[config.mk]
export PLATFORM = sky130hd
export DESIGN_NAME = ssr_receiver
export DESIGN_NICKNAME = d
export VERILOG_FILES = /design/src/shared/ssr_pkg.sv /design/src/rtl/ssr_receiver.sv
export SDC_FILE = /design/constraint.sdc
export NUM_CORES = 1
export LEC_CHECK = 0
export BUFFER_PORTS_ARGS = -buffer_cell sky130_fd_sc_hd__buf_2
export CORE_ASPECT_RATIO = 0.8
export CORE_MARGIN = 8
export CORE_UTILIZATION = 40
export CTS_CLUSTER_SIZE = 24
export DETAILED_ROUTE_END_ITERATION = 6
export MAX_ROUTING_LAYER = met4
export PLACE_DENSITY_LB_ADDON = 0.12
export SLEW_MARGIN = 20
export SYNTH_ARGS = -nofsm -noshare
export SYNTH_HDL_FRONTEND = slang
export SYNTH_SLANG_ARGS = --single-unit
export TNS_END_PERCENT = 5
[constraint.sdc]
create_clock -name MCLK -period 2.4 [get_ports MCLK]
set_input_delay 0 -clock MCLK [delete_from_list [all_inputs] [get_ports MCLK]]
set_output_delay 0 -clock MCLK [all_outputs]
set_load 0.01 [all_outputs]
[src/shared/ssr_pkg.sv]
// ssr_pkg: register map, field positions and reset values of the slave serial receiver.
// assumes a 32-bit avalon-mm slave with word-aligned registers.
package ssr_pkg;
	// register byte offsets
	localparam logic [5:0] OFF_TX_STAT = 6'h00;
	localparam logic [5:0] OFF_RX_STAT = 6'h04;
	localparam logic [5:0] OFF_BAUD = 6'h08;
	localparam logic [5:0] OFF_RX_DATA = 6'h0c;
	localparam logic [5:0] OFF_TX_DATA = 6'h10;
	localparam logic [5:0] OFF_INT_CTRL = 6'h14;
	localparam logic [5:0] OFF_PERIPHERAL_IRQ_ENABLE_1 = 6'h18;
	localparam logic [5:0] OFF_PERIPHERAL_IRQ_FLAG_1 = 6'h1c;
	localparam logic [5:0] OFF_CK_SEL = 6'h20;
	localparam logic [5:0] OFF_DT_SEL = 6'h24;
	localparam logic [5:0] OFF_EV_STAT = 6'h28;
	localparam logic [5:0] OFF_EV_CLR = 6'h2c;
	localparam logic [5:0] OFF_EV_EN = 6'h30;
	// transmit_status_control fields
	localparam int TX_CLK_SRC = 7;
	localparam int TX_NINTH_EN = 6;
	localparam int TX_EN = 5;
	localparam int TX_SYNC = 4;
	localparam int TX_TRMT = 1;
	// receive_status_control fields
	localparam int RX_SERIAL_PORT_ENABLE = 7;
	localparam int RX_NINTH_EN = 6;
	localparam int RX_SINGLE_RECEIVE_ENABLE = 5;
	localparam int RX_CONTINUOUS_RECEIVE_ENABLE = 4;
	localparam int RX_OVERRUN_ERROR_FLAG = 1;
	localparam int RX_NINTH_VAL = 0;
	// baud_control fields
	localparam int BD_IDLE = 6;
	localparam int BD_CLOCK_POLARITY_SELECT = 4;
	// interrupt_control and peripheral irq fields
	localparam int IC_GIE = 7;
	localparam int IC_PERIPHERAL_INTERRUPT_ENABLE = 6;
	localparam int PI_RC = 5;
	// event status bits
	localparam int EV_WORD = 0;
	localparam int EV_OVR = 1;
	localparam int EV_W = 2;
	// writable masks and reset values
	localparam logic [7:0] TX_STAT_WMASK = 8'hf0;
	localparam logic [7:0] RX_STAT_WMASK = 8'hf0;
	localparam logic [7:0] BAUD_WMASK = 8'h10;
	localparam logic [7:0] INT_WMASK = 8'hc0;
	localparam logic [7:0] PERIPHERAL_IRQ_ENABLE_1_WMASK = 8'h20;
	localparam logic [7:0] PPS_WMASK = 8'h1f;
	localparam logic [7:0] TX_STAT_RST = 8'h02;
	localparam logic [7:0] REG_RST = 8'h00;
	localparam int FIFO_DEPTH = 2;
	localparam int WORD_W = 9;
endpackage

[src/rtl/ssr_receiver.sv]
// ssr_receiver: synchronous slave receive path with avalon-mm register access.
// assumes CK_IN and DT_IN are asynchronous pins; the shift clock is sampled by MCLK.
//
// Added by the designer: the Avalon-MM register port and the placing of the registers.
`timescale 1ns/1ps
module ssr_receiver
	import ssr_pkg::*;
(
	// clock and reset
	input wire logic MCLK,
	input wire logic RST_N,
	// avalon-mm slave
	input wire logic [5:0] AVS_ADDRESS,
	input wire logic AVS_READ,
	input wire logic AVS_WRITE,
	input wire logic [31:0] AVS_WRITEDATA,
	input wire logic [3:0] AVS_BYTEENABLE,
	output logic [31:0] AVS_READDATA,
	output logic AVS_WAITREQUEST,
	// serial pins
	input wire logic CK_IN,
	input wire logic DT_IN,
	// core side
	output logic WAKE_REQ,
	output logic VECTOR_REQ,
	output logic IRQ
);
	typedef struct packed {
		logic [1:0] ck_sync;
		logic [1:0] dt_sync;
		logic ck_prev;
		logic [WORD_W-1:0] shift;
		logic [3:0] bit_cnt;
		logic [FIFO_DEPTH-1:0][WORD_W-1:0] fifo;
		logic [1:0] count;
		logic overrun_error_flag;
		logic [7:0] tx_stat;
		logic [7:0] rx_ctrl;
		logic [7:0] baud;
		logic [7:0] tx_data;
		logic [7:0] int_ctrl;
		logic [7:0] peripheral_irq_enable_1;
		logic [7:0] ck_sel;
		logic [7:0] dt_sel;
		logic [EV_W-1:0] ev_stat;
		logic [EV_W-1:0] ev_en;
		logic ack;
		logic [31:0] rdata;
	} ssr_state_s;

	ssr_state_s s_q, s_d;

	logic serial_port_enable, ninth, active_edge, word_done, rd_data, push, wr, rd;
	logic [7:0] wbyte, rd_byte;
	logic [3:0] word_len;

	assign serial_port_enable = s_q.rx_ctrl[RX_SERIAL_PORT_ENABLE];
	assign ninth = s_q.rx_ctrl[RX_NINTH_EN];
	assign word_len = ninth ? 4'h9 : 4'h8;
	// only the second synchroniser stage and its delayed copy feed the edge detector
	assign active_edge = s_q.baud[BD_CLOCK_POLARITY_SELECT] ?
		(s_q.ck_prev & ~s_q.ck_sync[1]) : (~s_q.ck_prev & s_q.ck_sync[1]);
	// reception is gated by port enable only: continuous receive treated as on, single ignored
	assign word_done = serial_port_enable & active_edge &
		(s_q.bit_cnt == word_len - 4'h1);
	// writes and the buffer pop land on the edge where waitrequest is low
	assign wr = AVS_WRITE & s_q.ack;
	assign rd = AVS_READ & ~s_q.ack;
	assign wbyte = AVS_BYTEENABLE[0] ? AVS_WRITEDATA[7:0] : 8'h00;
	assign rd_data = AVS_READ & s_q.ack & (AVS_ADDRESS == OFF_RX_DATA);
	assign push = word_done & (s_q.count != 2'(FIFO_DEPTH));

	always_comb begin
		logic [WORD_W-1:0] shifted;
		logic [7:0] rx_rd;
		shifted = '0;
		rx_rd = '0;
		s_d = s_q;
		rd_byte = 8'h00;
		s_d.ck_sync = {s_q.ck_sync[0], CK_IN};
		s_d.dt_sync = {s_q.dt_sync[0], DT_IN};
		s_d.ck_prev = s_q.ck_sync[1];
		s_d.ack = (AVS_READ | AVS_WRITE) & ~s_q.ack;

		// shifter: lsb first, word lands right-aligned at bit 0 for either length
		if (serial_port_enable && active_edge) begin
			shifted = {s_q.dt_sync[1], s_q.shift[WORD_W-1:1]};
			if (word_done) begin
				s_d.bit_cnt = 4'h0;
				s_d.shift = '0;
			end else begin
				s_d.bit_cnt = s_q.bit_cnt + 4'h1;
				s_d.shift = shifted;
			end
		end

		// pop on read of receive data
		if (rd_data && s_q.count != 2'h0) begin
			s_d.fifo[0] = s_q.fifo[1];
			s_d.count = s_q.count - 2'h1;
		end
		if (word_done) begin
			shifted = {s_q.dt_sync[1], s_q.shift[WORD_W-1:1]};
			if (!ninth) begin
				shifted = {1'b0, shifted[WORD_W-1:1]};
			end
			if (push) begin
				s_d.fifo[s_d.count[0]] = shifted;
				s_d.count = s_d.count + 2'h1;
			end else if (!(rd_data && s_q.count != 2'h0)) begin
				s_d.overrun_error_flag = 1'b1;
			end else begin
				s_d.fifo[1] = shifted;
				s_d.count = 2'h2;
			end
		end

		// register reads
		rx_rd = s_q.rx_ctrl & RX_STAT_WMASK;
		rx_rd[RX_OVERRUN_ERROR_FLAG] = s_q.overrun_error_flag;
		rx_rd[RX_NINTH_VAL] = s_q.fifo[0][8] & ninth;
		unique case (AVS_ADDRESS)
			OFF_TX_STAT: rd_byte = (s_q.tx_stat & TX_STAT_WMASK) | TX_STAT_RST;
			OFF_RX_STAT: rd_byte = rx_rd;
			OFF_BAUD: rd_byte = (s_q.baud & BAUD_WMASK) | {1'b0, s_q.bit_cnt == 4'h0, 6'h00};
			OFF_RX_DATA: rd_byte = s_q.fifo[0][7:0];
			OFF_INT_CTRL: rd_byte = s_q.int_ctrl;
			OFF_PERIPHERAL_IRQ_ENABLE_1: rd_byte = s_q.peripheral_irq_enable_1;
			OFF_PERIPHERAL_IRQ_FLAG_1: rd_byte = {2'b00, s_q.count != 2'h0, 5'h00};
			OFF_CK_SEL: rd_byte = s_q.ck_sel;
			OFF_DT_SEL: rd_byte = s_q.dt_sel;
			OFF_EV_STAT: rd_byte = {6'h00, s_q.ev_stat};
			OFF_EV_EN: rd_byte = {6'h00, s_q.ev_en};
			default: rd_byte = 8'h00;
		endcase
		if (rd) begin
			s_d.rdata = {24'h0, rd_byte};
		end

		// register writes
		if (wr && AVS_BYTEENABLE[0]) begin
			unique case (AVS_ADDRESS)
				OFF_TX_STAT: s_d.tx_stat = wbyte & TX_STAT_WMASK;
				OFF_RX_STAT: s_d.rx_ctrl = wbyte & RX_STAT_WMASK;
				OFF_BAUD: s_d.baud = wbyte & BAUD_WMASK;
				OFF_TX_DATA: s_d.tx_data = wbyte;
				OFF_INT_CTRL: s_d.int_ctrl = wbyte & INT_WMASK;
				OFF_PERIPHERAL_IRQ_ENABLE_1: s_d.peripheral_irq_enable_1 = wbyte & PERIPHERAL_IRQ_ENABLE_1_WMASK;
				OFF_CK_SEL: s_d.ck_sel = wbyte & PPS_WMASK;
				OFF_DT_SEL: s_d.dt_sel = wbyte & PPS_WMASK;
				OFF_EV_CLR: s_d.ev_stat = s_q.ev_stat & ~wbyte[EV_W-1:0];
				OFF_EV_EN: s_d.ev_en = wbyte[EV_W-1:0];
				default: ;
			endcase
		end

		// overrun clears when continuous receive or port enable drops
		if (!s_d.rx_ctrl[RX_CONTINUOUS_RECEIVE_ENABLE]) begin
			s_d.overrun_error_flag = 1'b0;
		end
		// port disabled: shifter, bit count, buffer and overrun flag cleared; event status kept
		if (!s_d.rx_ctrl[RX_SERIAL_PORT_ENABLE]) begin
			s_d.overrun_error_flag = 1'b0;
			s_d.shift = '0;
			s_d.bit_cnt = 4'h0;
			s_d.count = 2'h0;
			s_d.fifo = '0;
		end

		// events set after clear so a same-cycle event wins
		if (word_done) begin
			s_d.ev_stat[EV_WORD] = 1'b1;
		end
		if (word_done && !push && !(rd_data && s_q.count != 2'h0)) begin
			s_d.ev_stat[EV_OVR] = 1'b1;
		end
	end

	always_ff @(posedge MCLK or negedge RST_N) begin
		if (!RST_N) begin
			s_q <= '0;
			s_q.tx_stat <= TX_STAT_RST;
		end else begin
			s_q <= s_d;
		end
	end

	// irq path from receive-complete, wake independent of global enable
	logic rc_pend;
	assign rc_pend = (s_q.count != 2'h0) & s_q.peripheral_irq_enable_1[PI_RC];
	assign WAKE_REQ = rc_pend & s_q.int_ctrl[IC_PERIPHERAL_INTERRUPT_ENABLE];
	assign VECTOR_REQ = rc_pend & s_q.int_ctrl[IC_PERIPHERAL_INTERRUPT_ENABLE] & s_q.int_ctrl[IC_GIE];
	assign IRQ = |(s_q.ev_stat & s_q.ev_en);
	assign AVS_READDATA = s_q.rdata;
	assign AVS_WAITREQUEST = (AVS_READ | AVS_WRITE) & ~s_q.ack;
endmodule

**Yosys cells after proc, flatten, opt, wreduce, memory -nomap -nowiden**

Index checks and enable logic that the tools add are counted.

- Register bits: 83
- Latch bits: 0
- Bits in writable memories: 0
- Memory bits (read-only): 0
- Bits of input ports: 48
- Output and inout port bits: 36
- Memories: 0

- Add/subtract/negate cells: 4
- $mul: 0
- Div/mod/pow operators: 0
- Order comparisons: 2
- Eq/ne operators: 20
- Shift operators: 0
- Mux-type cells: 34
- Bitwise gates (word level): 22
- Reduce and logical (&&, ||, !) cells: 29

Operators with widths:

| cell | number |
|---|---|
| one-hot mux 8 bit (11 select lines) | 1 |
| 2-to-1 mux 60 bit | 1 |
| 2-to-1 mux 9 bit | 6 |
| 2-to-1 mux 34 bit | 1 |
| 2-to-1 mux 8 bit | 4 |
| equality test 6 bit, second input constant | 5 |
| 2-to-1 mux 13 bit | 2 |
| equality test 6 x 5 -> 1 bit, second input constant | 4 |
| AND reduction 2 bit | 12 |
| 2-to-1 mux 21 bit | 1 |
| bitwise mux 18 bit | 1 |
| 2-to-1 mux 5 bit | 3 |
| bitwise AND 1 bit | 14 |
| equality test 6 x 4 -> 1 bit, second input constant | 2 |
| 2-to-1 mux 11 bit | 1 |
| nonzero test 2 bit | 5 |
| demux 9 bit (select 1 bit) | 1 |
| 2-to-1 mux 2 bit | 4 |
| 2-to-1 mux 1 bit | 7 |
| OR 5 x 7 -> 7 bit | 1 |
| equality test 6 x 3 -> 1 bit, second input constant | 1 |
| logical AND 1 bit | 6 |
| logical NOT 6 bit | 1 |
| 2-to-1 mux 6 bit | 1 |
| other kinds (20) | 26 |

**Depth between registers and ports, before layout**

- Word-level depth: 13
- Gate-level depth with buffers: 11

**Worst setup path after synthesis**

OpenSTA, ideal clock, no wires.

- Path kind: flip-flop to flip-flop
- From: register s_q[102] in the netlist's numbering
- To: register s_q[120] in the netlist's numbering
- Library setup time: 94 ps
- Arrival time: 2,337 ps
- Required time: 2,306 ps
- Setup slack: -31 ps
- Cell stages (with the launch flop): 12
- Buffers on the path: 1
- Clock period less this slack: 2,431 ps
- Path through: dfrtp_1 -> inv_1 -> ha_1 -> nor4_1 -> inv_1 -> ha_1 -> nor2_1 -> a31oi_1 -> nor3_2 -> buf_2 -> nor2_1 -> a211oi_1

- Cells in the longest elaborated chain, start to end: 11
- Elaborated cells between the ends (all ways): 17
- Classes of those cells: add/sub (1); order compare (2); eq/ne (2); mux (7); bitwise (1); reduce/logical (4)

Ends and longest elaborated chain:

| item | RTL line | RTL |
|---|---|---|
| start, declared | ssr_receiver.sv:51 | `ssr_state_s s_q, s_d;` |
| parallel branches: the longest is 11 deep, another holds subtractor 2 x 1 -> 2 bit | -- |  |

Several ways; the timed one is not identified. The select of a mux whose other input is x is not followed.
A chain may end at the register's enable or synchronous reset.

==> results_dict.tcl <==
set metrics [dict create \
    overflow 0 \
    drt_iter0_drc 163 \
    drc 0 \
    htree_levels 3 \
    reg2reg_from "s_q[102]" \
    max_freq_mhz 458 \
    period_needed_ns 2.18 \
    nNetsFinal 480 \
    cp_max_fo 18 \
    initial_core_util 0.406 \
    layout_common_cells "73 x dfrtp_1, 31 x nand2_1, 31 x buf_2, 28 x buf_4, 24 x conb_1" \
    cp.required_ns 2.62 \
    ys_seq_area_frac 0.473 \
    syn_area_per_cell_um2 10.6 \
    switching_share 0.214 \
    max_slew_margin 0.382 \
    r2r-end "s_q[105]" \
    drive_gt1_frac 0.244 \
    area_growth_pct 22.4 \
    netSwitchingPower_mw 0.678 \
    die_x_um 126 \
    routed_wl_mm 9.80 \
    viasPerCell 5.39 \
    r2r_slack_ns 0.22 \
    p_int_mw 2.49 \
    io_buffers 32 \
    antenna_found_initial 0 \
    cts_buffers 9 \
    synth.area.top_cells "dfrtp_1 47%, buf_4 6.2%, mux2_2 5.5%" \
    synthAdderAreaFrac 0.0194 \
    synth-main-ff-cell "dfrtp_1" \
    cts_buffer_depth 2 \
    rows 32 \
    synth-xor-area-share 0.00227 \
    ys_types 55 \
    cts_root_buf "clkbuf_16" \
    startpoint_type "flop" \
    p_seq_frac 0.401 \
    clkTransAtPathRegs_ns 0.06 \
    period_share 0.909 \
    grt_max_degree 74 \
    hp-start "AVS_ADDRESS[3]" \
    gp_congestion 0.842 \
    arrival_ns 2.40 \
    synth_mux_area_frac 0.114 \
    setup_tns_ns 0 \
    insertion_delay_ns 0.33 \
    track_usage 0.161 \
    status "finished, final reports clean" \
    hold_violations 0 \
    p_leak_nw 2.12 \
    synth_top_family_by_area "simple AND/OR/NAND/NOR gates" \
    crit_path_start "s_q[102]" \
    firstDrtPassIters 4 \
    syn_area_mm2 0.00386 \
    coreArea_mm2 0.00953 \
    vias 2966 \
    finalNonFillerCells 550 \
    cts.sinks 73 \
    layout_commonest_cell "dfrtp_1" \
    finalMaxSlewViolations 0 \
    powerDensity_mw_per_mm2 671 \
    dpl.hpwl_mm 7.17 \
    hold_depth 3 \
    crit_type "reg -> reg" \
    synthSimpleGateAreaFrac 0.153 \
    rsz0062_at_grt "no" \
    cap_violations 0 \
    die_area_mm2 0.0131 \
    synth_area_leader_cell "dfrtp_1" \
    min_to "s_q[58]" \
    grt_pass1_vias 3046 \
    synth_enable_flop_cells 0 \
    wire_per_inst_um 17.8 \
    setup_violations 0 \
    max_slew.worst_pin.slew_ns 0.927 \
    fin_worst_skew_ns 0.00540 \
    reg2reg_depth 10 \
    post-cts-setup-buffers 0 \
    cts_tree "yes" \
    synth-compound-area-share 0.151 \
    synthArstFlopShare 1.00 \
    synthCells 365 \
    yosys_warnings 0 \
    fp.dieH_um 104 \
    grt_pass1_wl_mm 16.3 \
    synth_top_cell_area_share 0.473 \
    clockPowerShare 0.530 \
    ys_ff_latch 73 \
    critPathCaptureType "flop" \
    placed_cells 520 \
    hp-class "in -> reg" \
    ant_nets 0 \
    ir_drop_mv 0.358 \
    pin_count 84 \
    antenna_cells 0 \
    power.share.combinational 0.069 \
]
==> per-stage QoR <==
| stage | worst slack [ns] | total power [mW] | area, µm² | hold WS [ns] | utilization |
|---|---|---|---|---|---|
| floorplan | 0.0186 | 1.42 | 3960 | -0.296 | - |
| global placement | 0.0514 | 1.49 | 4200 | 0.108 | 0.441 |
| detailed placement | 0.0503 | 1.50 | 4200 | 0.112 | 0.441 |
| CTS | 0.118 | 3.21 | 4720 | 0.112 | 0.495 |
| global route | 0.00292 | 3.29 | 4730 | 0.135 | 0.496 |
| finish | 0.218 | 3.17 | 4730 | 0.126 | 0.496 |
==> cell families after synthesis <==
group                    after synthesis
buffers and inverters                 55
AO/OA/AOI/OAI                         82
XOR/XNOR                               1
AND/OR/NAND/NOR                      108
multiplexers                          39
other                                  1
flip-flops                            73
adder cells (fa/ha/maj)                6
==> registers in the layout, indices dropped and copies added, names as in the netlist <==
register,flops
s_q,61
AVS_READDATA,8
s_d,3
ninth,1
==> layer usage <==
layer	vias up	wire length, µm	GRT usage
met1	1468	4770	0.219
li1	1399	-	-
met2	89	4260	0.230
met4	0	100	0.0411
met5	-	0	-
met3	10	675	0.0441
==> power by group through the flow <==
stage               clock network, mW  registers (mW)  logic (mW)
detailed placement                  0            1.30       0.200
global placement                    0            1.29       0.199
floorplan                           0            1.29       0.133
CTS                              1.72            1.27       0.218
global route                     1.77            1.28       0.243
finish                           1.68            1.27       0.219
==> worst max path at each step <==
stage | to | slack (ns) | depth (start not counted)
2_1_floorplan | s_q[120] | 0.02 | 11
3_3_place_gp | s_q[128] | 0.05 | 8
3_5_place_dp | s_q[128] | 0.05 | 8
4_1_cts | s_q[115] | 0.12 | 11
5_1_grt | s_q[118] | 0.003 | 11
6_report | s_q[105] | 0.22 | 10
==> worst max-delay path, stage by stage (launching register included) <==
cell	delay (ns)
dfrtp_1	0.40
inv_1	0.08
ha_1	0.26
nor4_4	0.17
inv_1	0.09
ha_1	0.29
buf_4	0.14
nand4b_1	0.14
buf_12	0.17
nor2b_1	0.06
a311oi_1	0.28
==> layout make-up <==
type,instances,area (µm²)
fillers,872,4800
flip-flops and latches,73,1830
multi-input cells,260,1810
repair buffers,75,546
clock buffers,10,239
well taps,119,149
clock inverters,6,138
inverters,7,26.3
==> Yosys cell counts, types with 2 or more instances <==
| library cell | n |
|---|---|
| buf_4 | 32 |
| a22oi_1 | 3 |
| nor4_1 | 2 |
| nand2b_1 | 5 |
| nor2b_1 | 11 |
| nand3b_1 | 3 |
| nor4b_1 | 2 |
| a211oi_1 | 15 |
| a21oi_1 | 9 |
| nor3_1 | 3 |
| ha_1 | 6 |
| nor3b_1 | 3 |
| mux2_2 | 19 |
| mux2i_1 | 18 |
| nand2_1 | 31 |
| o21ai_0 | 19 |
| buf_2 | 9 |
| and4_1 | 2 |
| a22o_1 | 15 |
| a32oi_1 | 2 |
| nand3_1 | 7 |
| and2_1 | 3 |
| inv_1 | 7 |
| buf_1 | 3 |
| a222oi_1 | 3 |
| a311oi_1 | 3 |
| clkbuf_1 | 4 |
| nor3_2 | 2 |
| dfrtp_1 | 73 |
| and4b_1 | 2 |
| a21o_1 | 2 |
| nor2_1 | 21 |
| nand4b_1 | 3 |
| a31oi_1 | 2 |
==> timing repair <==
action | 4_1_cts | 5_1_grt
gates resized for setup | 0 | 1
endpoints found under the hold margin | 97 | 0
endpoints found under the setup margin | 0 | 10
hold buffers | 14 | 0
No activity file was read; power rests on OpenSTA's default activity.
